==> src/fllic_pkg.sv <==
// Operation
// [RULE1] block index is 10 bits, blocks 0..1023
// [RULE2] direction 1 starts receive link read
// [RULE3] direction 0 writes link data into RAM
// [RULE4] bit 15 busy while indirect access runs
// [RULE5] link entry never points to itself
// [RULE6] threshold sets blocks filled before DMA drains
// [RULE7] threshold between 1 and N-1, never zero; code refuses only zero, no upper bound check
// [RULE8] channel index is low 8 bits, 256 channels
// [RULE9] threshold read: busy until data readable
// [RULE10] threshold write: direction 0 copies data register
// [RULE11] start pointer write uses direction 1
// [RULE12] start block is any block of chain
// [RULE13] start pointer read returns live block
// [RULE14] device updates start pointer as blocks consumed
// [RULE15] threshold select at 0920h, fields 7..0,14,15
// [RULE16] start pointer select at 0980h
// [RULE17] transmit link select at 0990h, 10-bit index
// [RULE18] DMA drains channel FIFO completely once started
// [RULE19] end of frame triggers transfer before threshold
// [RULE20] wait busy clear before next access
package fllic_pkg;
  localparam logic [11:0] RX_LINK_SELECT_ADDR = 12'h910;
  localparam logic [11:0] RX_LINK_ENTRY_DATA_ADDR = 12'h914;
  localparam logic [11:0] RX_THRESHOLD_SELECT_ADDR = 12'h920;
  localparam logic [11:0] RX_THRESHOLD_DATA_ADDR = 12'h924;
  localparam logic [11:0] TX_FIRST_BLOCK_SELECT_ADDR = 12'h980;
  localparam logic [11:0] TX_FIRST_BLOCK_DATA_ADDR = 12'h984;
  localparam logic [11:0] TX_LINK_SELECT_ADDR = 12'h990;
  localparam logic [11:0] TX_LINK_DATA_ADDR = 12'h994;
  localparam int ACCESS_BUSY_BIT = 15;
  localparam int ACCESS_DIRECTION_BIT = 14;
  localparam int BLOCK_INDEX_W = 10;
  localparam int CHANNEL_INDEX_W = 8;
  localparam int REG_DATA_W = 16;
  localparam logic [15:0] POLL_LIMIT_DEFAULT = 16'h0400;

  typedef enum logic [2:0] {
    OP_RX_LINK_READ,
    OP_RX_LINK_WRITE,
    OP_RX_THRESHOLD_READ,
    OP_RX_THRESHOLD_WRITE,
    OP_TX_START_WRITE,
    OP_TX_START_READ,
    OP_TX_LINK_READ,
    OP_TX_LINK_WRITE
  } fllic_op_t;
endpackage : fllic_pkg

==> src/fllic_host.sv <==
module fllic_host #(
  parameter logic [15:0] POLL_LIMIT = fllic_pkg::POLL_LIMIT_DEFAULT
) (
  // clock and reset
  input wire logic clk,
  input wire logic reset,
  // user command
  input wire logic cmdValid,
  output logic cmdReady,
  input wire fllic_pkg::fllic_op_t cmdOp,
  input wire logic [9:0] cmdIndex,
  input wire logic [9:0] cmdData,
  // user response
  output logic rspValid,
  output logic [9:0] rspData,
  output logic rspError,
  output logic rspTimeout,
  // device register port
  output logic regReq,
  output logic regWe,
  output logic [11:0] regAddr,
  output logic [15:0] regWrData,
  input wire logic [15:0] regRdData,
  input wire logic regAck
);
  typedef enum logic [2:0] {S_IDLE, S_WDATA, S_WSEL, S_POLL, S_RDATA} fllic_state_t;

  fllic_state_t state, next_state;
  fllic_pkg::fllic_op_t op, next_op;
  logic [9:0] index, next_index;
  logic [9:0] data, next_data;
  logic [15:0] pollCount, next_pollCount;
  logic next_regReq, next_regWe;
  logic [11:0] next_regAddr;
  logic [15:0] next_regWrData;
  logic next_rspValid, next_rspError, next_rspTimeout;
  logic [9:0] next_rspData;

  function automatic logic [11:0] selAddr(input fllic_pkg::fllic_op_t o);
    case (o)
      fllic_pkg::OP_RX_LINK_READ, fllic_pkg::OP_RX_LINK_WRITE: selAddr = fllic_pkg::RX_LINK_SELECT_ADDR;
      fllic_pkg::OP_RX_THRESHOLD_READ, fllic_pkg::OP_RX_THRESHOLD_WRITE:
        selAddr = fllic_pkg::RX_THRESHOLD_SELECT_ADDR; // [RULE15]
      fllic_pkg::OP_TX_START_WRITE, fllic_pkg::OP_TX_START_READ:
        selAddr = fllic_pkg::TX_FIRST_BLOCK_SELECT_ADDR; // [RULE16]
      default: selAddr = fllic_pkg::TX_LINK_SELECT_ADDR; // [RULE17]
    endcase
  endfunction : selAddr

  function automatic logic [11:0] dataAddr(input fllic_pkg::fllic_op_t o);
    case (o)
      fllic_pkg::OP_RX_LINK_READ, fllic_pkg::OP_RX_LINK_WRITE: dataAddr = fllic_pkg::RX_LINK_ENTRY_DATA_ADDR;
      fllic_pkg::OP_RX_THRESHOLD_READ, fllic_pkg::OP_RX_THRESHOLD_WRITE:
        dataAddr = fllic_pkg::RX_THRESHOLD_DATA_ADDR;
      fllic_pkg::OP_TX_START_WRITE, fllic_pkg::OP_TX_START_READ: dataAddr = fllic_pkg::TX_FIRST_BLOCK_DATA_ADDR;
      default: dataAddr = fllic_pkg::TX_LINK_DATA_ADDR;
    endcase
  endfunction : dataAddr

  // indirect reads need the data register fetched after busy clears
  function automatic logic isRead(input fllic_pkg::fllic_op_t o);
    isRead = (o == fllic_pkg::OP_RX_LINK_READ) || (o == fllic_pkg::OP_RX_THRESHOLD_READ) ||
             (o == fllic_pkg::OP_TX_LINK_READ) || (o == fllic_pkg::OP_TX_START_READ);
  endfunction : isRead

  function automatic logic isChannel(input fllic_pkg::fllic_op_t o);
    isChannel = (o == fllic_pkg::OP_RX_THRESHOLD_READ) || (o == fllic_pkg::OP_RX_THRESHOLD_WRITE) ||
                (o == fllic_pkg::OP_TX_START_WRITE) || (o == fllic_pkg::OP_TX_START_READ);
  endfunction : isChannel

  // start pointer write is the odd one: direction 1 means write
  function automatic logic dirBit(input fllic_pkg::fllic_op_t o);
    dirBit = (o == fllic_pkg::OP_TX_START_WRITE) ? 1'b1 : isRead(o); // [RULE2] [RULE3] [RULE9] [RULE10] [RULE11]
  endfunction : dirBit

  function automatic logic badCommand(input fllic_pkg::fllic_op_t o, input logic [9:0] idx, input logic [9:0] d);
    badCommand = 1'b0;
    if ((o == fllic_pkg::OP_RX_LINK_WRITE || o == fllic_pkg::OP_TX_LINK_WRITE) && d == idx)
      badCommand = 1'b1; // [RULE5]
    if (o == fllic_pkg::OP_RX_THRESHOLD_WRITE && d == 10'h000)
      badCommand = 1'b1; // [RULE7]
  endfunction : badCommand

  assign cmdReady = (state == S_IDLE);

  always_comb
  begin
    next_state = state;
    next_op = op;
    next_index = index;
    next_data = data;
    next_pollCount = pollCount;
    next_regReq = regReq;
    next_regWe = regWe;
    next_regAddr = regAddr;
    next_regWrData = regWrData;
    next_rspValid = 1'b0;
    next_rspError = rspError;
    next_rspTimeout = rspTimeout;
    next_rspData = rspData;
    case (state)
      S_IDLE:
      begin
        if (cmdValid)
        begin
          next_op = cmdOp;
          // channel ops carry only 8 index bits
          next_index = isChannel(cmdOp) ? {2'h0, cmdIndex[fllic_pkg::CHANNEL_INDEX_W-1:0]} : cmdIndex; // [RULE1] [RULE8]
          next_data = cmdData;
          next_pollCount = 16'h0000;
          if (badCommand(cmdOp, cmdIndex, cmdData))
          begin
            next_rspValid = 1'b1;
            next_rspError = 1'b1;
            next_rspTimeout = 1'b0;
          end
          else if (cmdOp == fllic_pkg::OP_TX_START_READ)
            next_state = S_RDATA; // [RULE13]
          else if (isRead(cmdOp))
            next_state = S_WSEL;
          else
            next_state = S_WDATA;
        end
      end
      S_WDATA:
      begin
        if (!regReq)
        begin
          next_regReq = 1'b1;
          next_regWe = 1'b1;
          next_regAddr = dataAddr(op);
          next_regWrData = {6'h00, data}; // [RULE12]
        end
        else if (regAck)
        begin
          next_regReq = 1'b0;
          next_state = S_WSEL;
        end
      end
      S_WSEL:
      begin
        if (!regReq)
        begin
          next_regReq = 1'b1;
          next_regWe = 1'b1;
          next_regAddr = selAddr(op);
          next_regWrData = {1'b0, dirBit(op), 4'h0, index}; // [RULE2] [RULE3] [RULE11]
        end
        else if (regAck)
        begin
          next_regReq = 1'b0;
          next_state = S_POLL;
        end
      end
      S_POLL:
      begin
        if (!regReq)
        begin
          next_regReq = 1'b1;
          next_regWe = 1'b0;
          next_regAddr = selAddr(op);
        end
        else if (regAck)
        begin
          next_regReq = 1'b0;
          if (regRdData[fllic_pkg::ACCESS_BUSY_BIT])
          begin
            // a hung device must not wedge the controller forever
            if (pollCount == POLL_LIMIT - 16'h0001)
            begin
              next_state = S_IDLE;
              next_rspValid = 1'b1;
              next_rspError = 1'b0;
              next_rspTimeout = 1'b1;
            end
            else
              next_pollCount = pollCount + 16'h0001;
          end
          else if (isRead(op))
            next_state = S_RDATA; // [RULE4] [RULE20]
          else
          begin
            next_state = S_IDLE; // [RULE20]
            next_rspValid = 1'b1;
            next_rspError = 1'b0;
            next_rspTimeout = 1'b0;
          end
        end
      end
      S_RDATA:
      begin
        if (!regReq)
        begin
          next_regReq = 1'b1;
          next_regWe = 1'b0;
          next_regAddr = dataAddr(op);
        end
        else if (regAck)
        begin
          next_regReq = 1'b0;
          next_state = S_IDLE;
          next_rspValid = 1'b1;
          next_rspError = 1'b0;
          next_rspTimeout = 1'b0;
          next_rspData = regRdData[fllic_pkg::BLOCK_INDEX_W-1:0];
        end
      end
      default: next_state = S_IDLE;
    endcase
  end

  always_ff @(posedge clk)
  begin
    if (reset)
    begin
      state <= S_IDLE;
      op <= fllic_pkg::OP_RX_LINK_READ;
      index <= 10'h000;
      data <= 10'h000;
      pollCount <= 16'h0000;
      regReq <= 1'b0;
      regWe <= 1'b0;
      regAddr <= 12'h000;
      regWrData <= 16'h0000;
      rspValid <= 1'b0;
      rspError <= 1'b0;
      rspTimeout <= 1'b0;
      rspData <= 10'h000;
    end
    else
    begin
      state <= next_state;
      op <= next_op;
      index <= next_index;
      data <= next_data;
      pollCount <= next_pollCount;
      regReq <= next_regReq;
      regWe <= next_regWe;
      regAddr <= next_regAddr;
      regWrData <= next_regWrData;
      rspValid <= next_rspValid;
      rspError <= next_rspError;
      rspTimeout <= next_rspTimeout;
      rspData <= next_rspData;
    end
  end

  sel_direction_a: assert property (@(posedge clk) disable iff (reset) // [RULE11]
    (state == S_WSEL && regReq) |-> regWrData[fllic_pkg::ACCESS_DIRECTION_BIT] == dirBit(op))
    else $error("select direction bit wrong for operation");
  sel_index_a: assert property (@(posedge clk) disable iff (reset) // [RULE1]
    (state == S_WSEL && regReq) |-> regWrData[9:0] == index && regWrData[13:10] == 4'h0)
    else $error("select index field wrong");
  channel_width_a: assert property (@(posedge clk) disable iff (reset) // [RULE8]
    (state == S_WSEL && regReq && isChannel(op)) |-> regWrData[9:8] == 2'h0)
    else $error("channel index wider than 8 bits");
  busy_untouched_a: assert property (@(posedge clk) disable iff (reset) // [RULE4]
    (state == S_WSEL && regReq) |-> !regWrData[fllic_pkg::ACCESS_BUSY_BIT])
    else $error("busy bit driven on select write");
  poll_busy_a: assert property (@(posedge clk) disable iff (reset) // [RULE20]
    (state == S_POLL && regReq && regAck && regRdData[15] && pollCount != POLL_LIMIT - 16'h0001)
    |=> state == S_POLL ##1 (regReq && !regWe && regAddr == selAddr(op)))
    else $error("left polling while busy");
  poll_done_a: assert property (@(posedge clk) disable iff (reset) // [RULE9]
    (state == S_POLL && regReq && regAck && !regRdData[15]) |=> (isRead(op) ? state == S_RDATA : rspValid))
    else $error("busy clear not acted on");
  zero_threshold_a: assert property (@(posedge clk) disable iff (reset) // [RULE7]
    (cmdValid && cmdReady && cmdOp == fllic_pkg::OP_RX_THRESHOLD_WRITE && cmdData == 10'h000)
    |=> rspValid && rspError && state == S_IDLE)
    else $error("zero threshold not refused");
  self_link_a: assert property (@(posedge clk) disable iff (reset) // [RULE5]
    (cmdValid && cmdReady && cmdOp == fllic_pkg::OP_RX_LINK_WRITE && cmdData == cmdIndex)
    |=> rspValid && rspError && !regReq)
    else $error("self pointing link not refused");
  threshold_data_a: assert property (@(posedge clk) disable iff (reset) // [RULE10]
    (state == S_WDATA && regReq && op == fllic_pkg::OP_RX_THRESHOLD_WRITE)
    |-> regWe && regAddr == 12'h924 && regWrData == {6'h00, data})
    else $error("threshold data write misplaced");
  start_read_a: assert property (@(posedge clk) disable iff (reset) // [RULE13]
    (cmdValid && cmdReady && cmdOp == fllic_pkg::OP_TX_START_READ) |=> state == S_RDATA ##1 regAddr == 12'h984)
    else $error("start pointer read went through select");
  rsp_pulse_a: assert property (@(posedge clk) disable iff (reset)
    rspValid |=> !rspValid)
    else $error("response longer than one cycle");
  tx_self_link_a: assert property (@(posedge clk) disable iff (reset) // [RULE5]
    (cmdValid && cmdReady && cmdOp == fllic_pkg::OP_TX_LINK_WRITE && cmdData == cmdIndex)
    |=> rspValid && rspError && !regReq)
    else $error("self pointing transmit link not refused");
  start_write_dir_a: assert property (@(posedge clk) disable iff (reset) // [RULE11]
    (state == S_WSEL && regReq && op == fllic_pkg::OP_TX_START_WRITE) |-> regWrData[fllic_pkg::ACCESS_DIRECTION_BIT])
    else $error("start pointer write sent with direction 0");
  // the device may stretch any access, so the request must stay put
  req_hold_a: assert property (@(posedge clk) disable iff (reset)
    (regReq && !regAck) |=> regReq && $stable(regWe) && $stable(regAddr) && $stable(regWrData))
    else $error("register request changed before acknowledge");
  idle_quiet_a: assert property (@(posedge clk) disable iff (reset) // [RULE20]
    (state == S_IDLE) |-> !regReq)
    else $error("register access outside a command");
  data_read_addr_a: assert property (@(posedge clk) disable iff (reset) // [RULE13]
    (state == S_RDATA && regReq) |-> !regWe && regAddr == dataAddr(op))
    else $error("data register read misplaced");
endmodule : fllic_host

==> config.mk <==
export PLATFORM = sky130hd
export DESIGN_NAME = fllic_host
export DESIGN_NICKNAME = d
export VERILOG_FILES = /design/src/fllic_pkg.sv /design/src/fllic_host.sv
export SDC_FILE = /design/constraint.sdc
export NUM_CORES = 1
export LEC_CHECK = 0
export ABC_CLOCK_PERIOD_IN_PS = 1700
export BUFFER_PORTS_ARGS = -buffer_cell sky130_fd_sc_hd__buf_2
export CORE_MARGIN = 2
export CORE_UTILIZATION = 40
export DETAILED_ROUTE_END_ITERATION = 10
export PLACE_DENSITY_LB_ADDON = 0.25
export SLEW_MARGIN = 10
export SYNTH_ARGS = -nofsm -noshare
export SYNTH_HDL_FRONTEND = slang
export SYNTH_SLANG_ARGS = --single-unit
==> constraint.sdc <==
create_clock -name clk -period 1.7 [get_ports clk]
set_clock_uncertainty 0.05 [all_clocks]
set_input_delay 0.085 -clock clk [delete_from_list [all_inputs] [get_ports clk]]
set_output_delay 0.085 -clock clk [all_outputs]
set_load 0.005 [all_outputs]
# Word-level counts from Yosys, hierarchy flattened
# Cells that the tools add are included.
totals:
  register_bits: 85
  input_bits: 43
  output_inout_bits: 44
  wordCells: 159
op_classes:
  n_addsub: 1
  n_eq_ne: 40
  muxes: 68
  n_reduce_logical: 37
op_table:
  columns: ["cell", "count"]
  rows:
  - ["$mux 16", 7]
  - ["$pmux 16 s2", 2]
  - ["$pmux 8 s3", 2]
  - ["$mux 3", 14]
  - ["$ne 2x2->1 const B", 18]
  - ["$mux 1", 33]
  - ["$eq 3x3->1 const B", 8]
  - ["$mux 12", 2]
  - ["$pmux 12 s2", 1]
  - ["$eq 3x2->1 const B", 6]
  - ["$add 16x1->16 const B", 1]
  - ["$eq 16x10->1 const B", 1]
  - ["$pmux 3 s5", 1]
  - ["$reduce_or 2->1", 7]
  - ["$reduce_and 3->1", 4]
  - ["$reduce_and 11->1", 1]
  - ["$eq 10x10->1", 1]
  - ["$logic_not 10->1", 1]
  - ["$logic_or 1x1->1", 10]
  - ["$mux 10", 1]
  - ["$eq 3x1->1 const B", 3]
  - ["$logic_not 3->1", 3]
  - ["$pmux 1 s3", 3]
  - ["$reduce_and 9->1", 1]
  - ["other kinds (10)", 15]

# Depth between registers and ports, before layout
logic_depth:
  word_depth: 10
  depth_mapped: 10

# Worst setup path before layout
# Ideal clock, no wire load.
synth_timing:
  kind: "register to register"
  from: "reg pollCount[0]"
  to: "reg pollCount[9]"
  setup_time_ps: 128
  arrival_ps: 1594
  path_slack_ps: -72
  path_stages_with_launch: 10
  synth_period_minus_slack_ps: 1772
  cell_sequence: "dfxtp_1 ha_1 nand3_1 nand4bb_1 a41o_1 buf_6 buf_8 nand3_1 xor2_1 nor2_1"
synth_between:
  elab_chain_cells: 6
synth_lines:
  columns: ["element", "line_no", "text"]
  rows:
  - ["start: declaration", "fllic_host.sv:32", "logic [15:0] pollCount, next_pollCount;"]
  - ["start signal: assignment", "fllic_host.sv:236", "pollCount <= next_pollCount;"]
  - ["$add 16x1->16", "fllic_host.sv:177", "next_pollCount = pollCount + 16'h0001;"]
  - ["$mux 16", "fllic_host.sv:169", "if (pollCount == POLL_LIMIT - 16'h0001)"]
  - ["$mux 16", "fllic_host.sv:166", "if (regRdData[fllic_pkg::ACCESS_BUSY_BIT])"]
  - ["$mux 16", "fllic_host.sv:163", "else if (regAck)"]
  - ["$mux 16", "fllic_host.sv:157", "if (!regReq)"]
  - ["$pmux 16 s2", "fllic_host.sv:101", "case (state)"]
# Several ways; a longest one is shown, not always the timed one. The select of a mux whose other input is x is not followed.
# A chain may end at the register's enable or synchronous reset.

# Worst setup path in the final report
layout_timing:
  from: "reg pollCount[1]"
  to: "reg pollCount[3]"
# Same word-level chain as after synthesis.

==> flow_metrics.py <==
metrics = {
    "run_status": {
        "status": "completed",
    },
    "sta": {
        "fmaxAchievable_ghz": 0.589,
        "hold_viol": 0,
        "rsz0062_at_grt": "true",
        "slew_viol_final": 0,
        "period_minus_slack_ps": 1700,
        "setup_viol": 0,
        "fin_crit_sh_pct": 99.8,
        "whs_ps": 19.3,
    },
    "synth": {
        "ys_async_sr_fraction_pct": 0,
        "synth-edff-count": 0,
        "ys_types": 42,
        "syn_area_sq_um": 3410,
        "synthCells": 417,
        "avgSynthCellArea_sq_um": 8.18,
        "seq_area_frac_synth_pct": 42.8,
        "yosysWarningCount": 0,
        "ys.flop_type": "dfxtp_1",
        "ys_ff_latch": 73,
    },
    "pwr": {
        "cell_internal_pwr_mw": 3.72,
        "pwr-share-clk_pct": 31.2,
        "p_switching_mw": 1.63,
        "swShare_pct": 30.5,
        "combinationalPowerShare_pct": 29.6,
        "p_per_area_nw_per_um2": 1140,
        "power_frac_seq_pct": 39.2,
        "finalPower_mw": 5.35,
        "ir_drop_mv": 0.550,
        "power.leakage_nw": 1.95,
    },
    "drt": {
        "routed_via_density": 4.94,
        "wire_per_inst_um": 13.0,
        "dr_total_vias": 3233,
        "wirelength_um": 8480,
        "drt_iter0_drc": 202,
        "drtPass1Iterations": 5,
        "drt.antenna.violating_nets": 0,
        "drc": 0,
    },
    "die": {
        "die_y_um": 96.4,
        "rows": 33,
        "core_area_sq_um": 8260,
        "dieArea_sq_um": 9290,
        "io_pins": 87,
        "start_util_pct": 41.3,
        "die_x_um": 96.4,
    },
    "critical_path": {
        "crit_path_top_delay_cell": "dfxtp_4",
        "path_max_fanout": 9,
        "endpoint_kind": "flop",
        "required_ps": 1880,
        "startpoint_type": "flop",
        "cp.arrival_ps": 1880,
        "cpPeakStageDelay_ps": 370,
        "cp_cell_sequence": "ha_4 > nand3_2 > nand4bb_1 > a41o_1 > buf_6 > nand4_1 > xor2_1 > nor2_1",
        "path_class": "flop to flop",
    },
    "global_routing": {
        "grt_use_total_pct": 18.9,
        "grt_pass1_vias": 2994,
        "grt_antenna_before_repair": 0,
        "grt_max_degree": 36,
        "grt_first_pass_wirelength_um": 13600,
        "overflow": 0,
    },
    "placement": {
        "io_buffers": 70,
        "globalplace.congestion": 0.837,
        "detailed_place_hpwl_um": 5790,
        "placed_cell_area_sq_um": 4020,
    },
    "clocking": {
        "cts_tree": "yes",
        "cts.clk_slew.worst_paths_ps": 70,
        "clock-sinks": 73,
        "cts-buffers-inserted": 9,
        "clockBufferDepth": 2,
        "clock_latency_ps": 340,
        "clockRootBuffer": "clkbuf_8",
        "cts_max_level": 3,
    },
    "cells_and_area": {
        "n_fill_cell": 768,
        "drive_gt1_share_pct": 27.0,
        "area_growth_pct": 38.1,
        "nNetsFinal": 591,
        "antenna_cells": 0,
        "fin_area_sq_um": 4710,
    },
    "run": {
        "cap_viol_max_count": 0,
    },
    "worst_hold_path": {
        "min_path_type": "primary input to flop",
    },
}
## stage by stage
| stage | cells | setup TNS, ps | worst slack (ps) | utilization [%] |
|---|---|---|---|---|
| final | 654 | 0 | 3.04 | 57.1 |
| after global routing | 654 | -1280 | -103 | 57.1 |
| after CTS | 652 | 0 | 3.26 | 55.8 |
| after detailed placement | 603 | 0 | 4.78 | 48.7 |
| after global placement | 603 | 0 | 31.6 | 48.7 |
| after floorplan | 427 | 0 | 3.88 | - |
## flip-flops by register name, indices dropped and copies added (netlist names), 3 cells and up
signal / flops
pollCount: 16
regWrData: 11
data: 10
index: 10
rspData: 10
regAddr: 5
op: 3
state: 3
## what timing repair did
action	CTS	global route
hold endpoints to repair	33	0
cloned	0	0
buffers inserted	0	2
pin swaps	1	19
hold buffers	33	0
resized for setup	3	19
endpoints found under the setup margin	11	29
## critical path: cells and delay by family (launching register included)
family          cells  cell delay [ps]
compound gates      1              270
xor+xnor            1              150
fa+ha+maj           1              140
buf+inv             1              150
flops               1              370
simple gates        4              460
## synthesized netlist by cell type, types with 2 or more instances
library cell / count / area share (%)
nand4_1: 11 / 2.0
ha_1: 4 / 1.5
buf_6: 3 / 0.99
a21oi_1: 39 / 5.7
and3_1: 6 / 1.1
nor4_1: 4 / 0.73
inv_1: 6 / 0.66
nor3_1: 2 / 0.29
buf_2: 3 / 0.44
nand3_1: 15 / 2.2
nor2b_1: 2 / 0.37
clkbuf_1: 12 / 1.3
xnor2_1: 14 / 3.6
mux2i_1: 13 / 3.8
nor2_1: 53 / 5.8
and2_1: 2 / 0.37
xor2_1: 16 / 4.1
dfxtp_1: 73 / 43
o21ai_0: 5 / 0.73
nand2_1: 77 / 8.5
nand2b_1: 6 / 1.1
o31ai_1: 2 / 0.44
a211oi_1: 13 / 2.9
buf_1: 3 / 0.33
a31oi_1: 2 / 0.37
nor3b_1: 2 / 0.44
o2bb2ai_1: 2 / 0.51
buf_4: 13 / 2.9
## logic make-up (layout without fill, tap and decap cells)
| logic type | count (synthesis) | in the layout | synth area share, % |
|---|---|---|---|
| adder cells (fa/ha/maj) | 4 | 4 | 1.47 |
| AND/OR/NAND/NOR | 185 | 185 | 24.7 |
| buffers and inverters | 41 | 163 | 7.04 |
| other | 1 | 11 | 0.110 |
| AO/OA/AOI/OAI | 70 | 70 | 12.4 |
| flip-flops | 73 | 73 | 42.8 |
| multiplexers | 13 | 13 | 3.81 |
| XOR/XNOR | 30 | 30 | 7.70 |
## cell usage in the layout (no fill, tap or decap), types with 2 or more instances in the layout
cell type      count
nand2_1           76
buf_2             70
dfxtp_1           68
nor2_1            53
a21oi_1           38
buf_4             34
dlygate4sd3_1     33
xor2_1            16
nand3_1           12
xnor2_1           12
a211oi_1          12
mux2i_1           12
nand4_1           11
conb_1            11
clkbuf_8          10
inv_1              6
nand2b_1           6
and3_1             6
o21ai_0            5
dfxtp_2            4
nand3_2            3
nor4_1             3
ha_1               3
bufinv_16          3
buf_6              3
and2_1             2
xnor2_2            2
o2bb2ai_1          2
nor2b_1            2
## routing by layer
layer  GRT usage [%]  routed length (um)  vias up
met5               0                   0        -
met4            8.69                 165        0
met3            3.60                 494       15
met2            31.0                3900      104
met1            23.9                3920     1471
li1                -                   -     1643
## final cells by class
| cell class | count | area [sq um] | share of cell area [%] |
|---|---|---|---|
| multi-input cells | 313 | 1860 | 39.4 |
| flip-flops and latches | 73 | 1470 | 31.2 |
| repair buffers | 141 | 990 | 21.0 |
| clock buffers | 11 | 141 | 3.00 |
| well taps | 105 | 131 | 2.79 |
| clock inverters | 5 | 103 | 2.18 |
| inverters | 6 | 22.5 | 0.478 |
## power groups by stage
stage                     Clock (mW)  Sequential [mW]  Combinational (mW)
after global placement             0             2.12                1.47
after CTS                       1.70             2.09                1.57
after floorplan                    0             2.11               0.966
after global routing            1.78             2.13                1.79
after detailed placement           0             2.13                1.49
final                           1.67             2.09                1.59
## worst paths after layout
check	to	depth (start not counted)	slack [ps]	from
min reg2reg	data[9]$_SDFFE_PP0P_	2	400	data[9]$_SDFFE_PP0P_
max reg2reg	pollCount[3]$_SDFFE_PP0P_	8	3	pollCount[1]$_SDFFE_PP0P_
min	rspTimeout$_SDFFE_PP0P_	2	20	reset
max	pollCount[3]$_SDFFE_PP0P_	8	3	pollCount[1]$_SDFFE_PP0P_
Note: power is estimated with default switching activity, not from simulation.
